==> src/design/pir_pkg.sv <==
// Constants and carrier types for the PWM and I2C pin routing block.
// Assumes a single 100 MHz clock domain and an AXI4-Lite register bus.
package pir_pkg;

  // ****************************************
  // Register map
  // ****************************************
  // Register indices; byte address is four times the index
  localparam logic [7:0]  IDX_ROUTE_A  = 8'hb6;
  localparam logic [7:0]  IDX_ROUTE_B  = 8'hb7;
  localparam logic [7:0]  IDX_STATUS   = 8'hc0;
  localparam int          ADDR_W       = 12;
  localparam logic [7:0]  RST_ROUTE_A  = 8'h00;
  localparam logic [7:0]  RST_ROUTE_B  = 8'h00;

  // Route control A bit positions
  localparam int          B_CH4_P00    = 4;
  localparam int          B_CH3_P34    = 3;
  localparam int          B_CH3_P10    = 2;
  localparam int          B_CH2_P36    = 1;
  localparam int          B_CH2_P11    = 0;

  // Route control B bit positions
  localparam int          B_SDA_SEL    = 7;
  localparam int          B_SCL_SEL    = 6;
  localparam int          B_CH6_P13    = 5;
  localparam int          B_CH6_P07    = 4;
  localparam int          B_CH6_P03    = 3;
  localparam int          B_CH5_P14    = 2;
  localparam int          B_CH5_P06    = 1;
  localparam int          B_CH5_P01    = 0;

  // Status bit positions
  localparam int          S_CH2        = 0;
  localparam int          S_CH3        = 1;
  localparam int          S_CH4        = 2;
  localparam int          S_CH5        = 3;
  localparam int          S_CH6        = 4;
  localparam int          S_SDA        = 5;
  localparam int          S_SCL        = 6;

  // AXI responses
  localparam logic [1:0]  RESP_OKAY    = 2'h0;
  localparam logic [1:0]  RESP_SLVERR  = 2'h2;

  // ****************************************
  // Carrier types
  // ****************************************
  typedef struct packed {
    logic [7:0] out;
    logic [7:0] oe;
  } pir_port_t;

  typedef struct packed {
    logic en;
    logic sda_oe;
    logic scl_oe;
  } pir_i2c_drv_t;

  typedef struct packed {
    logic ch6;
    logic ch5;
    logic ch4;
    logic ch3;
    logic ch2;
  } pir_pwm_t;

  typedef enum logic [1:0] {
    WR_IDLE = 2'b00,
    WR_ADDR = 2'b01,
    WR_DATA = 2'b10,
    WR_RESP = 2'b11
  } pir_wr_state_t;

endpackage

==> src/design/pir_pin_route.sv <==
// PWM and I2C pin routing with its AXI4-Lite register slave.
// Assumes PWM levels, port drives and I2C drives come from logic on
// i_sys_clk; pin levels arrive from outside and are synchronised here.
//
// Functional notes
// Route A bit 4 set puts PWM4 onto P0.0, clear disables it.
// Route A bit 3 set puts PWM3 onto P3.4, clear disables it.
// Route A bit 2 set puts PWM3 onto P1.0, clear disables it.
// Route A bit 1 set puts PWM2 onto P3.6, clear disables it.
// Route A bit 0 set puts PWM2 onto P1.1, clear disables it.
// Route B bit 7 picks I2C data pin: 0 P3.5, 1 P1.6.
// Route B bit 6 picks I2C clock pin: 0 P1.3, 1 P0.2.
// Route B bit 5 set puts PWM6 onto P1.3, clear disables it.
// Route B bit 4 set puts PWM6 onto P0.7, clear disables it.
// Route B bit 3 set puts PWM6 onto P0.3, clear disables it.
// Route B bit 2 set puts PWM5 onto P1.4, clear disables it.
// Route B bit 1 set puts PWM5 onto P0.6, clear disables it.
// Route B bit 0 set puts PWM5 onto P0.1, clear disables it.
// Route bits reset to zero; unrouted pins keep ordinary port function.
//
// Register access over AXI4-Lite was chosen for this implementation.
module pir_pin_route (
  input  wire logic                       i_sys_clk,
  input  wire logic                       i_rst_n,
  input  wire logic                       i_ce,
  // AXI4-Lite slave
  input  wire logic [pir_pkg::ADDR_W-1:0] i_awaddr,
  input  wire logic                       i_awvalid,
  output logic                            o_awready,
  input  wire logic [31:0]                i_wdata,
  input  wire logic [3:0]                 i_wstrb,
  input  wire logic                       i_wvalid,
  output logic                            o_wready,
  output logic [1:0]                      o_bresp,
  output logic                            o_bvalid,
  input  wire logic                       i_bready,
  input  wire logic [pir_pkg::ADDR_W-1:0] i_araddr,
  input  wire logic                       i_arvalid,
  output logic                            o_arready,
  output logic [31:0]                     o_rdata,
  output logic [1:0]                      o_rresp,
  output logic                            o_rvalid,
  input  wire logic                       i_rready,
  // Functional sources
  input  wire pir_pkg::pir_pwm_t          i_pwm,
  input  wire pir_pkg::pir_i2c_drv_t      i_i2c,
  input  wire pir_pkg::pir_port_t         i_p0_gpio,
  input  wire pir_pkg::pir_port_t         i_p1_gpio,
  input  wire pir_pkg::pir_port_t         i_p3_gpio,
  // Pads
  input  wire logic [7:0]                 i_p0_pin,
  input  wire logic [7:0]                 i_p1_pin,
  input  wire logic [7:0]                 i_p3_pin,
  output pir_pkg::pir_port_t              o_p0,
  output pir_pkg::pir_port_t              o_p1,
  output pir_pkg::pir_port_t              o_p3,
  output logic                            o_i2c_sda_in,
  output logic                            o_i2c_scl_in
);

  // ****************************************
  // Helpers
  // ****************************************
  // Byte address of a register index
  function automatic logic [pir_pkg::ADDR_W-1:0] addr_of(
    input logic [7:0] idx
  );
    addr_of = {2'h0, idx, 2'h0};
  endfunction

  // Override one pin bit with a pushed level
  function automatic pir_pkg::pir_port_t drive(
    input pir_pkg::pir_port_t p,
    input int                 bit_n,
    input logic               lvl,
    input logic               oe
  );
    pir_pkg::pir_port_t r;
    r            = p;
    r.out[bit_n] = lvl;
    r.oe[bit_n]  = oe;
    drive        = r;
  endfunction

  // ****************************************
  // Registers and state
  // ****************************************
  logic [7:0]                   route_a_r;
  logic [7:0]                   route_b_r;
  pir_pkg::pir_wr_state_t       wr_state_r;
  pir_pkg::pir_wr_state_t       wr_state_nxt;
  logic [pir_pkg::ADDR_W-1:0]   waddr_r;
  logic [7:0]                   wbyte_r;
  logic                         wlane_r;
  logic [1:0]                   bresp_r;
  logic                         rvalid_r;
  logic [31:0]                  rdata_r;
  logic [1:0]                   rresp_r;
  logic [7:0]                   p0_s1_r;
  logic [7:0]                   p1_s1_r;
  logic [7:0]                   p3_s1_r;
  logic [7:0]                   p0_s2_r;
  logic [7:0]                   p1_s2_r;
  logic [7:0]                   p3_s2_r;
  pir_pkg::pir_port_t           p0_nxt;
  pir_pkg::pir_port_t           p1_nxt;
  pir_pkg::pir_port_t           p3_nxt;
  pir_pkg::pir_port_t           p0_r;
  pir_pkg::pir_port_t           p1_r;
  pir_pkg::pir_port_t           p3_r;
  logic                         sda_in_r;
  logic                         scl_in_r;
  logic [7:0]                   status;
  logic                         aw_hs;
  logic                         w_hs;
  logic                         do_write;
  logic                         ar_hs;

  // ****************************************
  // AXI4-Lite write channel
  // ****************************************
  // Address and data accepted in either order; response after both
  assign o_awready = i_ce && (wr_state_r == pir_pkg::WR_IDLE
                              || wr_state_r == pir_pkg::WR_DATA);
  assign o_wready  = i_ce && (wr_state_r == pir_pkg::WR_IDLE
                              || wr_state_r == pir_pkg::WR_ADDR);
  assign aw_hs     = i_awvalid && o_awready;
  assign w_hs      = i_wvalid && o_wready;
  // Valid drops while frozen; the master must not see a beat then
  assign o_bvalid  = i_ce && wr_state_r == pir_pkg::WR_RESP;
  assign o_bresp   = bresp_r;

  // Next write state
  always_comb begin
    wr_state_nxt = wr_state_r;
    do_write     = 1'b0;
    case (wr_state_r)
      pir_pkg::WR_IDLE: begin
        if (aw_hs && w_hs) begin
          wr_state_nxt = pir_pkg::WR_RESP;
          do_write     = 1'b1;
        end else if (aw_hs) begin
          wr_state_nxt = pir_pkg::WR_ADDR;
        end else if (w_hs) begin
          wr_state_nxt = pir_pkg::WR_DATA;
        end
      end
      pir_pkg::WR_ADDR: begin
        if (w_hs) begin
          wr_state_nxt = pir_pkg::WR_RESP;
          do_write     = 1'b1;
        end
      end
      pir_pkg::WR_DATA: begin
        if (aw_hs) begin
          wr_state_nxt = pir_pkg::WR_RESP;
          do_write     = 1'b1;
        end
      end
      pir_pkg::WR_RESP: begin
        if (o_bvalid && i_bready) begin
          wr_state_nxt = pir_pkg::WR_IDLE;
        end
      end
      default: wr_state_nxt = pir_pkg::WR_IDLE;
    endcase
  end

  // Write state and captured beats
  always_ff @(posedge i_sys_clk) begin
    if (!i_rst_n) begin
      wr_state_r <= pir_pkg::WR_IDLE;
      waddr_r    <= '0;
      wbyte_r    <= 8'h00;
      wlane_r    <= 1'b0;
    end else if (i_ce) begin
      wr_state_r <= wr_state_nxt;
      if (aw_hs) begin
        waddr_r <= i_awaddr;
      end
      if (w_hs) begin
        wbyte_r <= i_wdata[7:0];
        wlane_r <= i_wstrb[0];
      end
    end
  end

  // Effective write address and data, whichever beat came last
  logic [pir_pkg::ADDR_W-1:0] wa;
  logic [7:0]                 wd;
  logic                       wl;
  assign wa = aw_hs ? i_awaddr : waddr_r;
  assign wd = w_hs ? i_wdata[7:0] : wbyte_r;
  assign wl = w_hs ? i_wstrb[0] : wlane_r;

  // reset to zero
  // Route registers; only byte lane 0 carries bits
  always_ff @(posedge i_sys_clk) begin
    if (!i_rst_n) begin
      route_a_r <= pir_pkg::RST_ROUTE_A;
      route_b_r <= pir_pkg::RST_ROUTE_B;
      bresp_r   <= pir_pkg::RESP_OKAY;
    end else if (i_ce && do_write) begin
      bresp_r <= pir_pkg::RESP_OKAY;
      if (wa == addr_of(pir_pkg::IDX_ROUTE_A)) begin
        if (wl) begin
          route_a_r <= wd;
        end
      end else if (wa == addr_of(pir_pkg::IDX_ROUTE_B)) begin
        if (wl) begin
          route_b_r <= wd;
        end
      end else if (wa != addr_of(pir_pkg::IDX_STATUS)) begin
        bresp_r <= pir_pkg::RESP_SLVERR;  // Unmapped
      end
    end
  end

  // ****************************************
  // AXI4-Lite read channel
  // ****************************************
  assign o_arready = i_ce && !rvalid_r;
  assign ar_hs     = i_arvalid && o_arready;
  assign o_rvalid  = i_ce && rvalid_r;
  assign o_rdata   = rdata_r;
  assign o_rresp   = rresp_r;

  // Read data captured at address acceptance
  always_ff @(posedge i_sys_clk) begin
    if (!i_rst_n) begin
      rvalid_r <= 1'b0;
      rdata_r  <= 32'h0000_0000;
      rresp_r  <= pir_pkg::RESP_OKAY;
    end else if (i_ce) begin
      if (ar_hs) begin
        rvalid_r <= 1'b1;
        rresp_r  <= pir_pkg::RESP_OKAY;
        if (i_araddr == addr_of(pir_pkg::IDX_ROUTE_A)) begin
          rdata_r <= {24'h00_0000, route_a_r};
        end else if (i_araddr == addr_of(pir_pkg::IDX_ROUTE_B)) begin
          rdata_r <= {24'h00_0000, route_b_r};
        end else if (i_araddr == addr_of(pir_pkg::IDX_STATUS)) begin
          rdata_r <= {24'h00_0000, status};
        end else begin
          rdata_r <= 32'h0000_0000;
          rresp_r <= pir_pkg::RESP_SLVERR;
        end
      end else if (i_rready) begin
        rvalid_r <= 1'b0;
      end
    end
  end

  // ****************************************
  // Pin input synchronisers
  // ****************************************
  // Two stages before any selection logic sees a pad level
  // Reset high like idle pulled-up lines: no false low after reset
  always_ff @(posedge i_sys_clk) begin
    if (!i_rst_n) begin
      p0_s1_r <= 8'hff;
      p1_s1_r <= 8'hff;
      p3_s1_r <= 8'hff;
      p0_s2_r <= 8'hff;
      p1_s2_r <= 8'hff;
      p3_s2_r <= 8'hff;
    end else if (i_ce) begin
      p0_s1_r <= i_p0_pin;
      p1_s1_r <= i_p1_pin;
      p3_s1_r <= i_p3_pin;
      p0_s2_r <= p0_s1_r;
      p1_s2_r <= p1_s1_r;
      p3_s2_r <= p3_s1_r;
    end
  end

  // ****************************************
  // Output routing
  // ****************************************
  // Port drive by default; PWM routes then I2C override on top.
  // I2C wins on P1.3 so a live bus is never corrupted by PWM6.
  always_comb begin
    p0_nxt = i_p0_gpio;
    p1_nxt = i_p1_gpio;
    p3_nxt = i_p3_gpio;
    // PWM4 to P0.0
    if (route_a_r[pir_pkg::B_CH4_P00]) p0_nxt = drive(p0_nxt, 0, i_pwm.ch4, 1'b1);
    // PWM3 to P3.4
    if (route_a_r[pir_pkg::B_CH3_P34]) p3_nxt = drive(p3_nxt, 4, i_pwm.ch3, 1'b1);
    // PWM3 to P1.0
    if (route_a_r[pir_pkg::B_CH3_P10]) p1_nxt = drive(p1_nxt, 0, i_pwm.ch3, 1'b1);
    // PWM2 to P3.6
    if (route_a_r[pir_pkg::B_CH2_P36]) p3_nxt = drive(p3_nxt, 6, i_pwm.ch2, 1'b1);
    // PWM2 to P1.1
    if (route_a_r[pir_pkg::B_CH2_P11]) p1_nxt = drive(p1_nxt, 1, i_pwm.ch2, 1'b1);
    // PWM6 to P1.3
    if (route_b_r[pir_pkg::B_CH6_P13]) p1_nxt = drive(p1_nxt, 3, i_pwm.ch6, 1'b1);
    // PWM6 to P0.7
    if (route_b_r[pir_pkg::B_CH6_P07]) p0_nxt = drive(p0_nxt, 7, i_pwm.ch6, 1'b1);
    // PWM6 to P0.3
    if (route_b_r[pir_pkg::B_CH6_P03]) p0_nxt = drive(p0_nxt, 3, i_pwm.ch6, 1'b1);
    // PWM5 to P1.4
    if (route_b_r[pir_pkg::B_CH5_P14]) p1_nxt = drive(p1_nxt, 4, i_pwm.ch5, 1'b1);
    // PWM5 to P0.6
    if (route_b_r[pir_pkg::B_CH5_P06]) p0_nxt = drive(p0_nxt, 6, i_pwm.ch5, 1'b1);
    // PWM5 to P0.1
    if (route_b_r[pir_pkg::B_CH5_P01]) p0_nxt = drive(p0_nxt, 1, i_pwm.ch5, 1'b1);
    if (i_i2c.en) begin
      // data pin select
      if (route_b_r[pir_pkg::B_SDA_SEL]) p1_nxt = drive(p1_nxt, 6, 1'b0, i_i2c.sda_oe);
      else                               p3_nxt = drive(p3_nxt, 5, 1'b0, i_i2c.sda_oe);
      // clock pin select
      if (route_b_r[pir_pkg::B_SCL_SEL]) p0_nxt = drive(p0_nxt, 2, 1'b0, i_i2c.scl_oe);
      else                               p1_nxt = drive(p1_nxt, 3, 1'b0, i_i2c.scl_oe);
    end
  end

  // pins released at reset
  // Registered pad drive and I2C line feedback
  always_ff @(posedge i_sys_clk) begin
    if (!i_rst_n) begin
      p0_r     <= '0;
      p1_r     <= '0;
      p3_r     <= '0;
      sda_in_r <= 1'b1;
      scl_in_r <= 1'b1;
    end else if (i_ce) begin
      p0_r     <= p0_nxt;
      p1_r     <= p1_nxt;
      p3_r     <= p3_nxt;
      // data line read back
      sda_in_r <= route_b_r[pir_pkg::B_SDA_SEL] ? p1_s2_r[6] : p3_s2_r[5];
      // clock line read back
      scl_in_r <= route_b_r[pir_pkg::B_SCL_SEL] ? p0_s2_r[2] : p1_s2_r[3];
    end
  end

  assign o_p0         = p0_r;
  assign o_p1         = p1_r;
  assign o_p3         = p3_r;
  assign o_i2c_sda_in = sda_in_r;
  assign o_i2c_scl_in = scl_in_r;

  // Status: channel routed anywhere, and the I2C levels seen
  always_comb begin
    status                = 8'h00;
    status[pir_pkg::S_CH2] = route_a_r[pir_pkg::B_CH2_P36] | route_a_r[pir_pkg::B_CH2_P11];
    status[pir_pkg::S_CH3] = route_a_r[pir_pkg::B_CH3_P34] | route_a_r[pir_pkg::B_CH3_P10];
    status[pir_pkg::S_CH4] = route_a_r[pir_pkg::B_CH4_P00];
    status[pir_pkg::S_CH5] = |route_b_r[pir_pkg::B_CH5_P14:pir_pkg::B_CH5_P01];
    status[pir_pkg::S_CH6] = |route_b_r[pir_pkg::B_CH6_P13:pir_pkg::B_CH6_P03];
    status[pir_pkg::S_SDA] = sda_in_r;
    status[pir_pkg::S_SCL] = scl_in_r;
  end

endmodule

==> config.mk <==
export PLATFORM = sky130hd
export DESIGN_NAME = pir_pin_route
export DESIGN_NICKNAME = d
export VERILOG_FILES = /design/src/design/pir_pkg.sv /design/src/design/pir_pin_route.sv
export SDC_FILE = /design/constraint.sdc
export NUM_CORES = 1
export LEC_CHECK = 0
export ABC_CLOCK_PERIOD_IN_PS = 2500
export BUFFER_PORTS_ARGS = -buffer_cell sky130_fd_sc_hd__buf_2
export CAP_MARGIN = 10
export CORE_MARGIN = 2
export CORE_UTILIZATION = 45
export CTS_CLUSTER_SIZE = 16
export DETAILED_ROUTE_END_ITERATION = 10
export GPL_ROUTABILITY_DRIVEN = 1
export GPL_TIMING_DRIVEN = 0
export PLACE_DENSITY = 0.8
export SYNTH_ARGS = -nofsm -noshare
export SYNTH_HDL_FRONTEND = slang
export SYNTH_SLANG_ARGS = --single-unit
export TNS_END_PERCENT = 1
==> constraint.sdc <==
create_clock -name i_sys_clk -period 2.5 [get_ports i_sys_clk]
set_input_delay 0.25 -clock i_sys_clk [delete_from_list [all_inputs] [get_ports i_sys_clk]]
set_output_delay 0.25 -clock i_sys_clk [all_outputs]
set_load 0.02 [all_outputs]
# ---- Yosys cells after proc, flatten, opt, wreduce, memory -nomap -nowiden
# Cells that the tools add are included.
# W data, S select, Z words.
dict set report totals {
  wordCells 108
  out_inout_bits 91
  register_bits 158
  in_bits 148
}
dict set report classes {
  eq_ne 13
  n_bitwise 3
  n_mux 45
  n_reduce_logical 23
}
# operator count
set ops {}
lappend ops {{$eq A12 B10 Y1 const B} 5}
lappend ops {{$mux W15} 4}
lappend ops {{$mux W12} 4}
lappend ops {{$mux W14} 2}
lappend ops {{$mux W13} 2}
lappend ops {{$mux W2} 12}
lappend ops {{$mux W8} 3}
lappend ops {{$mux W11} 2}
lappend ops {{$mux W10} 2}
lappend ops {{$mux W9} 2}
lappend ops {{$mux W16} 1}
lappend ops {{$ne A12 B10 Y1 const B} 1}
lappend ops {{$logic_and A1 B1 Y1} 11}
lappend ops {{$mux W1} 8}
lappend ops {{$pmux W2 S4} 1}
lappend ops {{$mux W7} 1}
lappend ops {{$reduce_or A3 Y1} 2}
lappend ops {{$reduce_and A5 Y1} 1}
lappend ops {{$eq A2 B2 Y1 const B} 2}
lappend ops {{$ne A2 B2 Y1 const B} 2}
lappend ops {{$ne A4 B3 Y1 const B} 1}
lappend ops {{$reduce_and A2 Y1} 2}
lappend ops {{$reduce_and A4 Y1} 1}
lappend ops {{$pmux W1 S3} 1}
lappend ops {{other kinds (9)} 11}

# ---- Depth between registers and ports, before layout
dict set report logic_depth {
  word_depth 9
  ltp_mapped 9
  mapped_depth_nobuf 7
}

# ---- Worst setup path after synthesis
# Ideal clock, no wire load.
dict set report synth_timing {
  kind {flip-flop to flip-flop}
  startpoint {register wr_state_r[0]}
  endpoint {register route_b_r[5]}
  setup_time_ns 0.119
  period_less_slack_ns 2.169
  setup_slack_ns 0.331
  required_time_ns 2.381
  stages_incl_launch_ff 10
  n_path_buf 2
  arrival_ns 2.050
  cell_sequence {dfxtp_1 -> inv_1 -> ha_1 -> o211a_1 -> buf_2 -> nor4_2 -> o2111ai_2 -> buf_2 -> nand3_1 -> o21ai_1}
}
dict set report synth_via {
  elab_chain_len 9
  word_cells_on_any_way 22
  classes_between {eq/ne (4); mux (7); bitwise (1); reduce/logical (10)}
}
# element line
set synth_lines {}
lappend synth_lines {{from (decl)} pir_pin_route.sv:90} ;# pir_pkg::pir_wr_state_t wr_state_r;
lappend synth_lines {{from (signal assigned)} pir_pin_route.sv:172} ;# wr_state_r <= pir_pkg::WR_IDLE;
lappend synth_lines {{from (signal assigned)} pir_pin_route.sv:177} ;# wr_state_r <= wr_state_nxt;
lappend synth_lines {{$eq A2 B2 Y1, or another cell as far along} {pir_pin_route.sv:124, pir_pin_route.sv:137}}
lappend synth_lines {{$logic_or A1 B1 Y1 (on tied branches)} {pir_pin_route.sv:124, pir_pin_route.sv:126}}
lappend synth_lines {{$logic_and A1 B1 Y1 (on tied branches)} {pir_pin_route.sv:123, pir_pin_route.sv:125}}
lappend synth_lines {{$logic_and A1 B1 Y1 (on tied branches)} {pir_pin_route.sv:127, pir_pin_route.sv:128}}
lappend synth_lines {{$logic_and A1 B1 Y1} pir_pin_route.sv:139} ;# if (aw_hs && w_hs) begin
lappend synth_lines {{$mux W1} pir_pin_route.sv:139}
lappend synth_lines {{$pmux W1 S3} pir_pin_route.sv:137} ;# case (wr_state_r)
lappend synth_lines {{$logic_and A1 B1 Y1} pir_pin_route.sv:203} ;# end else if (i_ce && do_write) begin
lappend synth_lines {{$reduce_and A4 Y1 (no line)} -}
lappend synth_lines {{to (signal assigned)} pir_pin_route.sv:201} ;# route_b_r <= pir_pkg::RST_ROUTE_B;
lappend synth_lines {{to (signal assigned)} pir_pin_route.sv:211} ;# route_b_r <= wd;
lappend synth_lines {{to (decl)} pir_pin_route.sv:89} ;# logic [7:0] route_b_r;
# Parallel ways exist; a longest one is shown, timed or not.
# A chain may end at the register's enable or synchronous reset.

# ---- Worst setup path after layout
dict set report layout_timing {
  startpoint {register wr_state_r[0]}
  endpoint {register route_a_r[7]}
}
dict set report layout_via {
  elab_chain_len 9
  word_cells_on_any_way 20
  classes_between {eq/ne (3); mux (7); reduce/logical (10)}
}
# element line
set layout_lines {}
lappend layout_lines {{$eq A2 B2 Y1, or another cell as far along} {pir_pin_route.sv:124, pir_pin_route.sv:137}}
lappend layout_lines {{$logic_or A1 B1 Y1 (on tied branches)} {pir_pin_route.sv:124, pir_pin_route.sv:126}}
lappend layout_lines {{$logic_and A1 B1 Y1 (on tied branches)} {pir_pin_route.sv:123, pir_pin_route.sv:125}}
lappend layout_lines {{$logic_and A1 B1 Y1 (on tied branches)} {pir_pin_route.sv:127, pir_pin_route.sv:128}}
lappend layout_lines {{$logic_and A1 B1 Y1} pir_pin_route.sv:139}
lappend layout_lines {{$mux W1} pir_pin_route.sv:139}
lappend layout_lines {{$pmux W1 S3} pir_pin_route.sv:137}
lappend layout_lines {{$logic_and A1 B1 Y1} pir_pin_route.sv:203}
lappend layout_lines {{$reduce_and A3 Y1 (no line)} -}
lappend layout_lines {{to (signal assigned)} pir_pin_route.sv:200} ;# route_a_r <= pir_pkg::RST_ROUTE_A;
lappend layout_lines {{to (signal assigned)} pir_pin_route.sv:207} ;# route_a_r <= wd;
lappend layout_lines {{to (decl)} pir_pin_route.sv:88} ;# logic [7:0] route_a_r;
# Parallel ways exist; a longest one is shown, timed or not.

==> impl_metrics.json <==
{
  "outcome": "completed",
  "stdcell_count": 878,
  "yosysUniqueCellTypes": 55,
  "gp_congestion": 0.8651,
  "ys.flop_type": "dfxtp_1",
  "cts_buffers": 9,
  "worst_slew_pin_slew_ns": 0.6680,
  "worstPathCellList": "inv_1, ha_1, o211a_1, buf_2, mux2i_2, o2111ai_4, buf_2, nand3_1, o21ai_1",
  "skew_ns": 0.009187,
  "root_buffer": "clkbuf_8",
  "finalCriticalPeriod_ns": 2.340,
  "whs_path_depth": 3,
  "drive_above_1_share_pct": 32.08,
  "multi_input_area_sq_um": 2410,
  "hold_path.class": "primary input to register",
  "max_freq_ghz": 0.4273,
  "endpoint_kind": "register",
  "die_area_sq_um": 11600,
  "vias": 4503,
  "dpl.hpwl_microns": 10260,
  "clk_pin_slew_ns": 0.10,
  "min_from": "i_p1_pin[6]",
  "drc": 0,
  "ir_drop_uv": 443.8,
  "die_w_microns": 107.7,
  "ff_latch_area_sq_um": 2162,
  "syn_to_final_growth_pct": 28.40,
  "fp.dieH_microns": 107.7,
  "drt_iter0_drc": 232,
  "p_leak_nw": 2.958,
  "grt_pass1_wl_microns": 20580,
  "coreArea_sq_um": 10370,
  "clockBufferDepth": 2,
  "ant_nets": 0,
  "final_common_cell": "buf_2",
  "final.period_utilization_pct": 93.61,
  "hold_viol_final": 0,
  "grt_usage_pct": 22.61,
  "fillers": 927,
  "wl_microns": 13290,
  "synth_warnings": 0,
  "drtPass1Iterations": 5,
  "crit_type": "register to register",
  "setup_viol": 0,
  "maxCapViolations": 0,
  "cts_tree": "done",
  "reg2reg_slack_ns": 0.16,
  "cts_sinks": 108,
  "vias_per_cell": 5.129,
  "slew_violations": 0,
  "worst-r2r-cell-count": 9,
  "ys_ff_latch": 108,
  "rr_endpoint": "route_a_r[7]",
  "portBuffers": 163,
  "path_max_fanout": 10,
  "grt_max_degree": 18,
  "antenna_found_initial": 0,
  "powerDensity_nw_per_um2": 641.1,
  "synthArstFlopShare_pct": 0,
  "cp-start-kind": "register",
  "num-nets-final": 891,
  "clk_latency_ns": 0.38,
  "synth_cells": 537,
  "num_io_pins": 239,
  "crit_top_cell": "buf_2",
  "seq_area_frac_synth_pct": 44.70,
  "crit_path_top_delay_cell": "dfxtp_1",
  "relSlewSlack_pct": 55.46,
  "htreeDepth": 3,
  "min_to": "p1_s1_r[6]",
  "worstSetupStartpoint": "wr_state_r[0]",
  "power_mw": 3.982,
  "r2r_start": "wr_state_r[0]",
  "overflow": 0,
  "synth-edff-count": 0,
  "crit_arrival_ns": 2.62,
  "initial_core_util_pct": 46.65,
  "critPathMaxStageDelay_ns": 0.36,
  "grt_pass1_vias": 4282,
  "insertedDiodeCount": 0,
  "rsz0062_at_grt": "false",
  "post_drt_wl_per_cell_microns": 15.13,
  "postSynthAreaPerCell_sq_um": 9.008,
  "crit_required_ns": 2.78,
  "synthesis.area_sq_um": 4837,
  "rows": 37,
  "hold_buffers": 0,
  "place_inst": 861,
  "final_cell_mix": "buf_2 (168), dfxtp_1 (108), nand2_1 (75)"
}
-- state kept, by name, summed over array words and instances (netlist names), 8 cells and up --
| signal | flops |
|---|---|
| o_p0 | 16 |
| o_p1 | 16 |
| o_p3 | 16 |
| o_rdata | 8 |
| route_a_r | 8 |
| route_b_r | 8 |
| waddr_r | 12 |
| wbyte_r | 8 |
-- logic make-up (layout without fill, tap and decap cells) --
| family | Yosys count | in the layout | share of synthesized area, % |
|---|---|---|---|
| fa+ha+maj | 6 | 6 | 1.552 |
| buf+inv | 70 | 250 | 8.148 |
| mux | 55 | 55 | 11.67 |
| simple gates | 186 | 186 | 18.70 |
| flops | 108 | 108 | 44.70 |
| other cells | 1 | 26 | 0.07753 |
| compound gates | 111 | 111 | 15.16 |
-- per-layer routing --
layer | vias to the layer above | track usage (%) | routed length [microns]
met1 | 2076 | 27.97 | 5620
met3 | 22 | 5.508 | 906
met2 | 192 | 38.14 | 6512
met4 | 0 | 8.150 | 247
li1 | 2213 | - | -
met5 | - | 0 | 0
-- synthesized netlist by cell type (all sizes together) (2+ instances only) --
library cell | number | area (sq um)
a211oi | 4 | 35.03
ha | 6 | 75.07
o21ai | 34 | 170.2
o22ai | 2 | 12.51
nor3 | 5 | 30.03
o211a | 13 | 130.1
nand3 | 29 | 145.1
a21boi | 6 | 45.04
o31a | 2 | 17.52
clkbuf | 17 | 73.82
mux2 | 11 | 123.9
o211ai | 2 | 15.01
nor4 | 5 | 52.55
o2111ai | 3 | 38.79
mux2i | 44 | 440.4
nand4 | 2 | 12.51
or4b | 4 | 43.79
inv | 14 | 52.55
a21oi | 32 | 160.2
nor2 | 34 | 127.6
nor2b | 19 | 118.9
nand2b | 3 | 18.77
buf | 38 | 262.8
o31ai | 5 | 37.54
nand2 | 75 | 281.5
and2 | 4 | 26.28
dfxtp | 108 | 2162
-- per-stage QoR --
stage	TNS (ns)	cell area [sq um]	utilization, %	worst slack (ns)	hold slack, ns
2_1_floorplan	0	4931	-	0.3311	0.3784
3_3_place_gp	0	5917	57.06	0.06366	0.4366
3_5_place_dp	-0.09287	5917	57.06	-0.03772	0.4367
4_1_cts	0	6175	59.54	0.01060	0.07578
5_1_grt	0	6211	59.89	0.001342	0.07259
6_report	0	6211	59.89	0.1597	0.08143
-- timing repair --
action / in CTS / in global routing
setup endpoints to repair: 16 / 16
buffers inserted: 0 / 1
pin swaps: 0 / 2
cloned: 0 / 0
gates resized for setup: 1 / 4
-- power breakdown --
part           switching, mW  leakage, nW  total, mW  internal (mW)
sequential            0.0596        0.885       1.88           1.82
combinational          0.484         1.95      0.812          0.328
clock                  0.594        0.122       1.29          0.692
-- worst max-delay path, delay by kind of cell, from the launching register on --
family | cells | cell delay (ns)
adder cells (fa/ha/maj) | 1 | 0.29
flip-flops | 1 | 0.36
AND/OR/NAND/NOR | 1 | 0.09
buffers and inverters | 3 | 0.63
AO/OA/AOI/OAI | 3 | 0.49
multiplexers | 1 | 0.36
-- worst max-delay path by stage --
stage | to | cells after the start | slack, ns
after detailed placement | route_a_r[7] | 9 | -0.04
after CTS | route_a_r[7] | 9 | 0.01
after floorplan | route_b_r[5] | 9 | 0.33
after global placement | route_b_r[6] | 9 | 0.06
final | route_a_r[7] | 9 | 0.16
after global routing | route_a_r[7] | 9 | 0.001
-- cell type report --
class                   instances  area share, %
multi-input cells             384          38.80
repair buffers                164          13.26
well taps                     136          2.740
clock buffers                  10          2.216
inverters                      15         0.9267
flip-flops and latches        108          34.81
plain buffers                  55          5.459
clock inverters                 6          1.793
No activity file was read; power rests on OpenSTA's default activity.
